[config.mk]
export PLATFORM = sky130hd
export DESIGN_NAME = asw_host
export DESIGN_NICKNAME = d
export VERILOG_FILES = /design/src/hdl/asw_pkg.sv /design/src/hdl/asw_host.sv /design/src/hdl/asw_timer.sv
export VERILOG_INCLUDE_DIRS = /design/src /design/src/hdl
export SDC_FILE = /design/constraint.sdc
export NUM_CORES = 1
export LEC_CHECK = 0
export BUFFER_PORTS_ARGS = -buffer_cell sky130_fd_sc_hd__buf_2
export CAP_MARGIN = 20
export CELL_PAD_IN_SITES_DETAIL_PLACEMENT = 1
export CELL_PAD_IN_SITES_GLOBAL_PLACEMENT = 1
export CORE_AREA = 2 2 81 83
export CTS_BUF_LIST = sky130_fd_sc_hd__clkbuf_8
export CTS_CLUSTER_SIZE = 40
export DETAILED_ROUTE_END_ITERATION = 7
export DIE_AREA = 0 0 83 85
export PLACE_DENSITY = 0.89
export SYNTH_ARGS = -nofsm -noshare
export SYNTH_HDL_FRONTEND = slang
export SYNTH_SLANG_ARGS = --single-unit
[constraint.sdc]
create_clock -name core_clk_i -period 7.15 [get_ports core_clk_i]
set_clock_uncertainty 0.15 [all_clocks]
set_input_delay 0.715 -clock core_clk_i [delete_from_list [all_inputs] [get_ports core_clk_i]]
set_output_delay 0.715 -clock core_clk_i [all_outputs]
set_load 0.005 [all_outputs]
[src/hdl/asw_sram_map.svh]
`ifndef ASW_SRAM_MAP_SVH
`define ASW_SRAM_MAP_SVH
// bus timing in ns, from the slowest speed grade
`define ASW_CLK_NS 50
`define ASW_SETUP_NS 0
`define ASW_PULSE_NS 50
`define ASW_HOLD_NS 0
`define ASW_READ_NS 70
// cycle counts, least times rounded up, never below one
`define ASW_CYC(ns) ((((ns) + `ASW_CLK_NS - 1) / `ASW_CLK_NS) < 1 ? 1 : \
    (((ns) + `ASW_CLK_NS - 1) / `ASW_CLK_NS))
`define ASW_SETUP_CYC `ASW_CYC(`ASW_SETUP_NS)
`define ASW_PULSE_CYC `ASW_CYC(`ASW_PULSE_NS)
`define ASW_HOLD_CYC `ASW_CYC(`ASW_HOLD_NS)
`define ASW_READ_CYC `ASW_CYC(`ASW_READ_NS)
// flops between the data pins and the read capture
`define ASW_SYNC_CYC 2
`define ASW_CNT_ZERO 4'h0
`endif

[src/hdl/asw_pkg.sv]
package asw_pkg;
    localparam int ASW_AW = 13;
    localparam int ASW_DW = 8;
    typedef enum logic [4:0] {
        ASW_IDLE = 5'h01,
        ASW_SETUP = 5'h02,
        ASW_PULSE = 5'h04,
        ASW_HOLD = 5'h08,
        ASW_READ = 5'h10
    } asw_state_t;
    // pins driven toward the memory
    typedef struct packed {
        logic sel_n;
        logic sel_hi;
        logic wr_n;
        logic gate_n;
        logic [ASW_AW-1:0] addr;
        logic [ASW_DW-1:0] dout;
        logic doe;
    } asw_pins_t;
endpackage

[src/hdl/asw_host.sv]
`timescale 1ns/1ns
`default_nettype none
`include "asw_sram_map.svh"
module asw_host
    import asw_pkg::*;
(
    // clock and reset
    input wire logic core_clk_i,
    input wire logic rst_i,
    // user request
    input wire logic req_i,
    input wire logic req_wr_i,
    input wire logic [ASW_AW-1:0] req_addr_i,
    input wire logic [ASW_DW-1:0] req_wdata_i,
    output logic busy_o,
    output logic done_o,
    output logic [ASW_DW-1:0] rdata_o,
    // memory pins
    output logic sel_low_active_n_o,
    output logic sel_high_active_o,
    output logic wr_strobe_n_o,
    output logic out_gate_n_o,
    output logic [ASW_AW-1:0] addr_o,
    output logic [ASW_DW-1:0] data_o,
    output logic data_oe_o,
    input wire logic [ASW_DW-1:0] data_i
);
    typedef struct packed {
        asw_state_t st;
        logic wr;
        logic busy;
        logic done;
        logic [ASW_DW-1:0] rdata;
        logic [3:0] lowcnt;
        asw_pins_t pins;
    } asw_reg_t;

    asw_reg_t s_r;
    asw_reg_t s_nxt;
    logic tload;
    logic [3:0] tcount;
    logic tdone;
    logic [ASW_DW-1:0] din_s1_r;
    logic [ASW_DW-1:0] din_s2_r;

    ////////////////////////////////////////////////////////////////////////
    // data pins come from outside, two flops before use
    always_ff @(posedge core_clk_i) begin
        if (rst_i) begin
            din_s1_r <= '0;
            din_s2_r <= '0;
        end else begin
            din_s1_r <= data_i;
            din_s2_r <= din_s1_r;
        end
    end

    asw_timer u_timer (
        .core_clk_i(core_clk_i),
        .rst_i(rst_i),
        .load_i(tload),
        .count_i(tcount),
        .done_o(tdone)
    );

    ////////////////////////////////////////////////////////////////////////
    // sequencer; the strobe alone brackets each write so data timing
    // is always referenced to its rising edge
    always_comb begin
        s_nxt = s_r;
        s_nxt.done = 1'b0;
        tload = 1'b0;
        tcount = 4'(`ASW_SETUP_CYC);
        // length of the current strobe-low run, watched by the checks
        s_nxt.lowcnt = s_r.pins.wr_n ? `ASW_CNT_ZERO : s_r.lowcnt + 4'h1;
        unique case (s_r.st)
            ASW_IDLE: begin
                if (req_i) begin
                    // address and selects first, strobe still high
                    s_nxt.pins.addr = req_addr_i;
                    s_nxt.pins.sel_n = 1'b0;
                    s_nxt.pins.sel_hi = 1'b1;
                    s_nxt.pins.gate_n = 1'b1;
                    s_nxt.pins.dout = req_wdata_i;
                    s_nxt.pins.doe = req_wr_i;
                    s_nxt.wr = req_wr_i;
                    s_nxt.busy = 1'b1;
                    s_nxt.st = ASW_SETUP;
                    tload = 1'b1;
                end
            end
            ASW_SETUP: begin
                if (tdone) begin
                    tload = 1'b1;
                    if (s_r.wr) begin
                        // strobe goes last, starting the write
                        s_nxt.pins.wr_n = 1'b0;
                        tcount = 4'(`ASW_PULSE_CYC);
                        s_nxt.st = ASW_PULSE;
                    end else begin
                        // gate opens only for a read; the window covers
                        // the access time plus the two-flop lag on data_i
                        s_nxt.pins.gate_n = 1'b0;
                        tcount = 4'(`ASW_READ_CYC + `ASW_SYNC_CYC);
                        s_nxt.st = ASW_READ;
                    end
                end
            end
            ASW_PULSE: begin
                // held a whole count, never toggled inside
                if (tdone) begin
                    s_nxt.pins.wr_n = 1'b1;
                    tload = 1'b1;
                    tcount = 4'(`ASW_HOLD_CYC);
                    s_nxt.st = ASW_HOLD;
                end
            end
            ASW_READ: begin
                if (tdone) begin
                    s_nxt.rdata = din_s2_r;
                    s_nxt.pins.gate_n = 1'b1;
                    tload = 1'b1;
                    tcount = 4'(`ASW_HOLD_CYC);
                    s_nxt.st = ASW_HOLD;
                end
            end
            ASW_HOLD: begin
                // address and data kept until here, past strobe rise
                if (tdone) begin
                    s_nxt.pins.sel_n = 1'b1;
                    s_nxt.pins.sel_hi = 1'b0;
                    s_nxt.pins.doe = 1'b0;
                    s_nxt.busy = 1'b0;
                    s_nxt.done = 1'b1;
                    s_nxt.st = ASW_IDLE;
                end
            end
        endcase
    end

    ////////////////////////////////////////////////////////////////////////
    always_ff @(posedge core_clk_i) begin
        if (rst_i) begin
            s_r <= '0;
            s_r.st <= ASW_IDLE;
            s_r.pins.sel_n <= 1'b1;
            s_r.pins.wr_n <= 1'b1;
            s_r.pins.gate_n <= 1'b1;
        end else begin
            s_r <= s_nxt;
        end
    end

    // outputs straight from the state register
    assign busy_o = s_r.busy;
    assign done_o = s_r.done;
    assign rdata_o = s_r.rdata;
    assign sel_low_active_n_o = s_r.pins.sel_n;
    assign sel_high_active_o = s_r.pins.sel_hi;
    assign wr_strobe_n_o = s_r.pins.wr_n;
    assign out_gate_n_o = s_r.pins.gate_n;
    assign addr_o = s_r.pins.addr;
    assign data_o = s_r.pins.dout;
    assign data_oe_o = s_r.pins.doe;

    ////////////////////////////////////////////////////////////////////////
    // checks
    AST_GATE_HIGH_IN_WRITE: assert property (@(posedge core_clk_i)
        disable iff (rst_i) !wr_strobe_n_o |-> out_gate_n_o)
        else $error("gate low during write");
    AST_ADDR_STABLE: assert property (@(posedge core_clk_i)
        disable iff (rst_i) !wr_strobe_n_o |=> $stable(addr_o))
        else $error("address moved during write");
    AST_STROBE_LAST: assert property (@(posedge core_clk_i)
        disable iff (rst_i) $fell(wr_strobe_n_o) |->
        $past(!sel_low_active_n_o && sel_high_active_o))
        else $error("strobe not last");
    AST_PULSE_WIDTH: assert property (@(posedge core_clk_i)
        disable iff (rst_i) $rose(wr_strobe_n_o) |->
        s_r.lowcnt >= 4'(`ASW_PULSE_CYC))
        else $error("strobe pulse short");
    AST_DATA_HOLD: assert property (@(posedge core_clk_i)
        disable iff (rst_i) $rose(wr_strobe_n_o) |->
        data_oe_o && $stable(data_o))
        else $error("data not held at strobe rise");
    AST_GATE_ONLY_READ: assert property (@(posedge core_clk_i)
        disable iff (rst_i) !out_gate_n_o |-> !data_oe_o &&
        wr_strobe_n_o)
        else $error("gate low outside read");
    AST_SEL_BOTH: assert property (@(posedge core_clk_i)
        disable iff (rst_i) busy_o |-> sel_high_active_o ==
        !sel_low_active_n_o)
        else $error("selects disagree");
    AST_DONE_TIME: assert property (@(posedge core_clk_i)
        disable iff (rst_i) $fell(wr_strobe_n_o) |-> ##[1:4]
        done_o)
        else $error("write never completed");
    COV_WRITE: cover property (@(posedge core_clk_i) $rose(wr_strobe_n_o));
    COV_READ: cover property (@(posedge core_clk_i) $rose(out_gate_n_o));
    COV_B2B: cover property (@(posedge core_clk_i) done_o && req_i);
endmodule
`default_nettype wire

[src/hdl/asw_timer.sv]
`timescale 1ns/1ns
`default_nettype none
`include "asw_sram_map.svh"
// phase timer: load a count, pulse done when it expires
module asw_timer (
    input wire logic core_clk_i,
    input wire logic rst_i,
    input wire logic load_i,
    input wire logic [3:0] count_i,
    output logic done_o
);
    logic [3:0] cnt_r;
    logic run_r;
    always_ff @(posedge core_clk_i) begin
        if (rst_i) begin
            cnt_r <= `ASW_CNT_ZERO;
            run_r <= 1'b0;
        end else if (load_i) begin
            cnt_r <= count_i - 4'h1;
            run_r <= 1'b1;
        end else if (run_r && cnt_r != `ASW_CNT_ZERO) begin
            cnt_r <= cnt_r - 4'h1;
        end else begin
            run_r <= 1'b0;
        end
    end
    assign done_o = run_r && (cnt_r == `ASW_CNT_ZERO);
endmodule
`default_nettype wire

==> impl_metrics.csv <==
group,metric,value,unit
run_status,status,"finished, final reports clean",
clock_tree,cts-root-buf,"clkbuf_8",
worst_setup_path,critPathMaxFanout,30,
drt,via_per_inst,4.98,
worst_setup_path,worstPathCellList,"nor4bb_1, nand2_1, o21ai_0, o21ai_0, ha_1, nor2_1, mux2_2",
pwr,cellInternalPower,0.000545,W
final_layout,fin_cells,409,
final_layout,final.fill_count,739,
worst_setup_path,worstPathArrival,3000,ps
worst_setup_path,timing.rr.start,"s_r[41]",
worst_setup_path,start_kind,"register",
final_layout,drive_above_1_share,26.2,%
pwr,pwr_density_cell,252,mW/mm^2
pwr,combinationalPowerShare,11.1,%
drt,wl_met1,2.60,mm
synthesis,synth_cell_type_count,39,
synthesis,synth_enable_flop_cells,0,
worst_setup_path,cp.required,7210,ps
clock_tree,htreeDepth,3,
worst_setup_path,path_class,"reg2reg",
drt,wl_per_cell,13.4,um
drt,drtPass1Iterations,4,
drt,vias,2036,
worst_setup_path,reg2reg_slack,4210,ps
worst_setup_path,crit_path_max_incr_delay,660,ps
synthesis,syn_avg_cell_area,8.69,um^2
worst_setup_path,crit_buf_inv,0,
floorplan,pin_count,69,
drt,dr_wl_met2,2.58,mm
worst_setup_path,r2r-end,"u_timer.cnt_r[1]",
synthesis,syn_inst,296,
worst_setup_path,crit_family,"simple AND/OR/NAND/NOR gates",
worst_hold_path,hp-class,"reg2reg",
floorplan,start_util,41.5,%
clock_tree,cts_resized,0,
synthesis,synth_area,0.00257,mm^2
synthesis,syn-num-nets,330,
synthesis,ys.flop_type,"dfxtp_1",
sta,fmax,341,MHz
synthesis,synth_top_area_cell,"dfxtp_1",
final_layout,num-nets-final,362,
worst_setup_path,crit_top_cell,"o21ai_0",
sta,min_period,2940,ps
pwr,swShare,25.3,%
sta,setup_violations,0,
place,port_buffers,68,
sta,whs,291,ps
pwr,seq_power_share,52.2,%
drt,first_iter_violations,62,
global_routing,grt_pass1_vias,1980,
drt,drc,0,
pwr,p_switching,0.000185,W
floorplan,dieArea,0.00706,mm^2
sta,period_share,41.1,%
flow_run,maxCapViolCount,0,
clock_tree,cts_setup_buffers,0,
worst_hold_path,worstHoldStart,"din_s1_r[7]",
clock_tree,path_clk_slew,70,ps
clock_tree,clockBufferDepth,2,
global_routing,grt-ovfl-total,0,
synthesis,yosysTopAreaCellShare,49.0,%
pwr,power.total,0.000730,W
clock_tree,clk_latency,320,ps
global_routing,grt_max_degree,63,
floorplan,core_area,0.00620,mm^2
pwr,ir_worst_vdd,0.0952,mV
floorplan,num_rows,29,
pwr,p_clk_share,36.7,%
sta,final_max_slew_viol_count,0,
global_routing,grt_pass1_wl,9.08,mm
final_layout,syn_to_final_growth,12.7,%
final_layout,antenna_cells,0,
global_routing,antenna_found_initial,0,
floorplan,die_h,85,um
sta,hold_viol_final,0,
worst_hold_path,holdPathEnd,"din_s2_r[7]",
floorplan,die_w,83,um
synthesis,yosys_warnings,0,
synthesis,synth.area.top_cells,"dfxtp_1, buf_4, nand2_1",
sta,tightest_slew,953,ps
drt,route.met3.wl,243,um
final_layout,final_core_util,46.8,%
drt,top_layer,"met4",
sta,rsz0062_at_grt,"no",
drt,ant_nets,0,
clock_tree,hold_buffers,0,
synthesis,ys_ff_latch,63,
pwr,p_leak,1.28,nW
synthesis,ys_seq_area_share,49.0,%
global_routing,grt_use_total,15.7,%
sta,relSlewSlack,36.3,%
worst_hold_path,hold_depth,1,
place,place_inst,394,
clock_tree,numCtsBuffers,9,
place,place.gp.congestion,0.817,
clock_tree,cts_tree,"built",
synthesis,ys_async_sr_fraction,0,%
worst_setup_path,slowest_stage,"nand2_1",
sta,tns,0,ps
worst_setup_path,end_kind,"register",
worst_setup_path,rr_worst_depth,7,
drt,routed_wl,5.47,mm
clock_tree,cts_sinks,63,
place,dp_hpwl,3.79,mm
==> sequential cells by signal (all words and copies together) (netlist names) <==
name / cells
done_o: 1
u_timer.cnt_r: 4
rdata_o: 8
wr_strobe_n_o: 1
s_r: 6
data_oe_o: 1
din_s1_r: 8
addr_o: 13
sel_low_active_n_o: 1
out_gate_n_o: 1
busy_o: 1
u_timer.run_r: 1
data_o: 8
sel_high_active_o: 1
din_s2_r: 8
==> worst max-delay path by stage <==
stage                 start          endpoint  slack (ps)  cells after the start
global route        s_r[45]  u_timer.cnt_r[1]        3910                      7
detailed placement    req_i  u_timer.cnt_r[1]        3900                      8
floorplan             req_i  u_timer.cnt_r[1]        4730                      8
CTS                 s_r[41]  u_timer.cnt_r[1]        4190                      7
finish              s_r[41]  u_timer.cnt_r[1]        4210                      7
global placement      req_i  u_timer.cnt_r[1]        3980                      8
==> through the flow <==
stage | worst slack (ps) | instance area [um^2]
after CTS | 4190 | 2900
after global placement | 3980 | 2730
after floorplan | 4730 | 2570
after detailed placement | 3900 | 2730
final | 4210 | 2900
after global routing | 3910 | 2900
==> power by group through the flow <==
stage	clock [W]	sequential (W)	combinational [W]
floorplan	0	0.000383	0.0000639
detailed placement	0	0.000389	0.0000818
global placement	0	0.000388	0.0000786
global route	0.000295	0.000383	0.0000915
CTS	0.000279	0.000381	0.0000821
finish	0.000268	0.000381	0.0000810
==> cell usage in the layout, fill, tap and decap left out, drive strengths merged, types with 3 or more instances in the layout <==
cell	count
clkbuf	11
mux2i	8
nor4	3
nand3	4
nor2	19
nor2b	20
nor4b	3
nor3	5
nand3b	3
a21oi	31
dfxtp	63
buf	70
nand2	49
clkinv	3
o21ai	8
inv	3
==> Yosys cell counts (all sizes together), types with 4 or more instances <==
cell type,count
clkbuf,17
nor2b,20
nand3,4
buf,32
nor3,5
a21oi,31
nand2,49
o21ai,8
dfxtp,63
mux2i,8
nor2,19
==> cells by family after synthesis <==
family          count (synthesis)  share of synthesized area [%]
simple gates                  118                           22.7
fa+ha+maj                       1                          0.486
buf+inv                        51                           11.9
flops                          63                           49.0
mux                             9                           3.55
xor+xnor                        1                          0.340
compound gates                 53                           12.1
==> metal layers <==
layer  vias up  global-route usage (%)
met3         5                    4.18
met5         -                       0
met4         0                    5.37
met2        45                    26.3
met1       955                    19.5
li1       1031                       -
==> final cells by class <==
class	count	area [um^2]	area share, %
clock inverters	4	22.5	0.776
clock buffers	11	151	5.22
inverters	2	7.51	0.259
multi-input cells	182	1010	34.7
flip-flops and latches	63	1260	43.5
repair buffers	70	355	12.2
well taps	77	96.3	3.32
No activity file was read; power rests on OpenSTA's default activity.
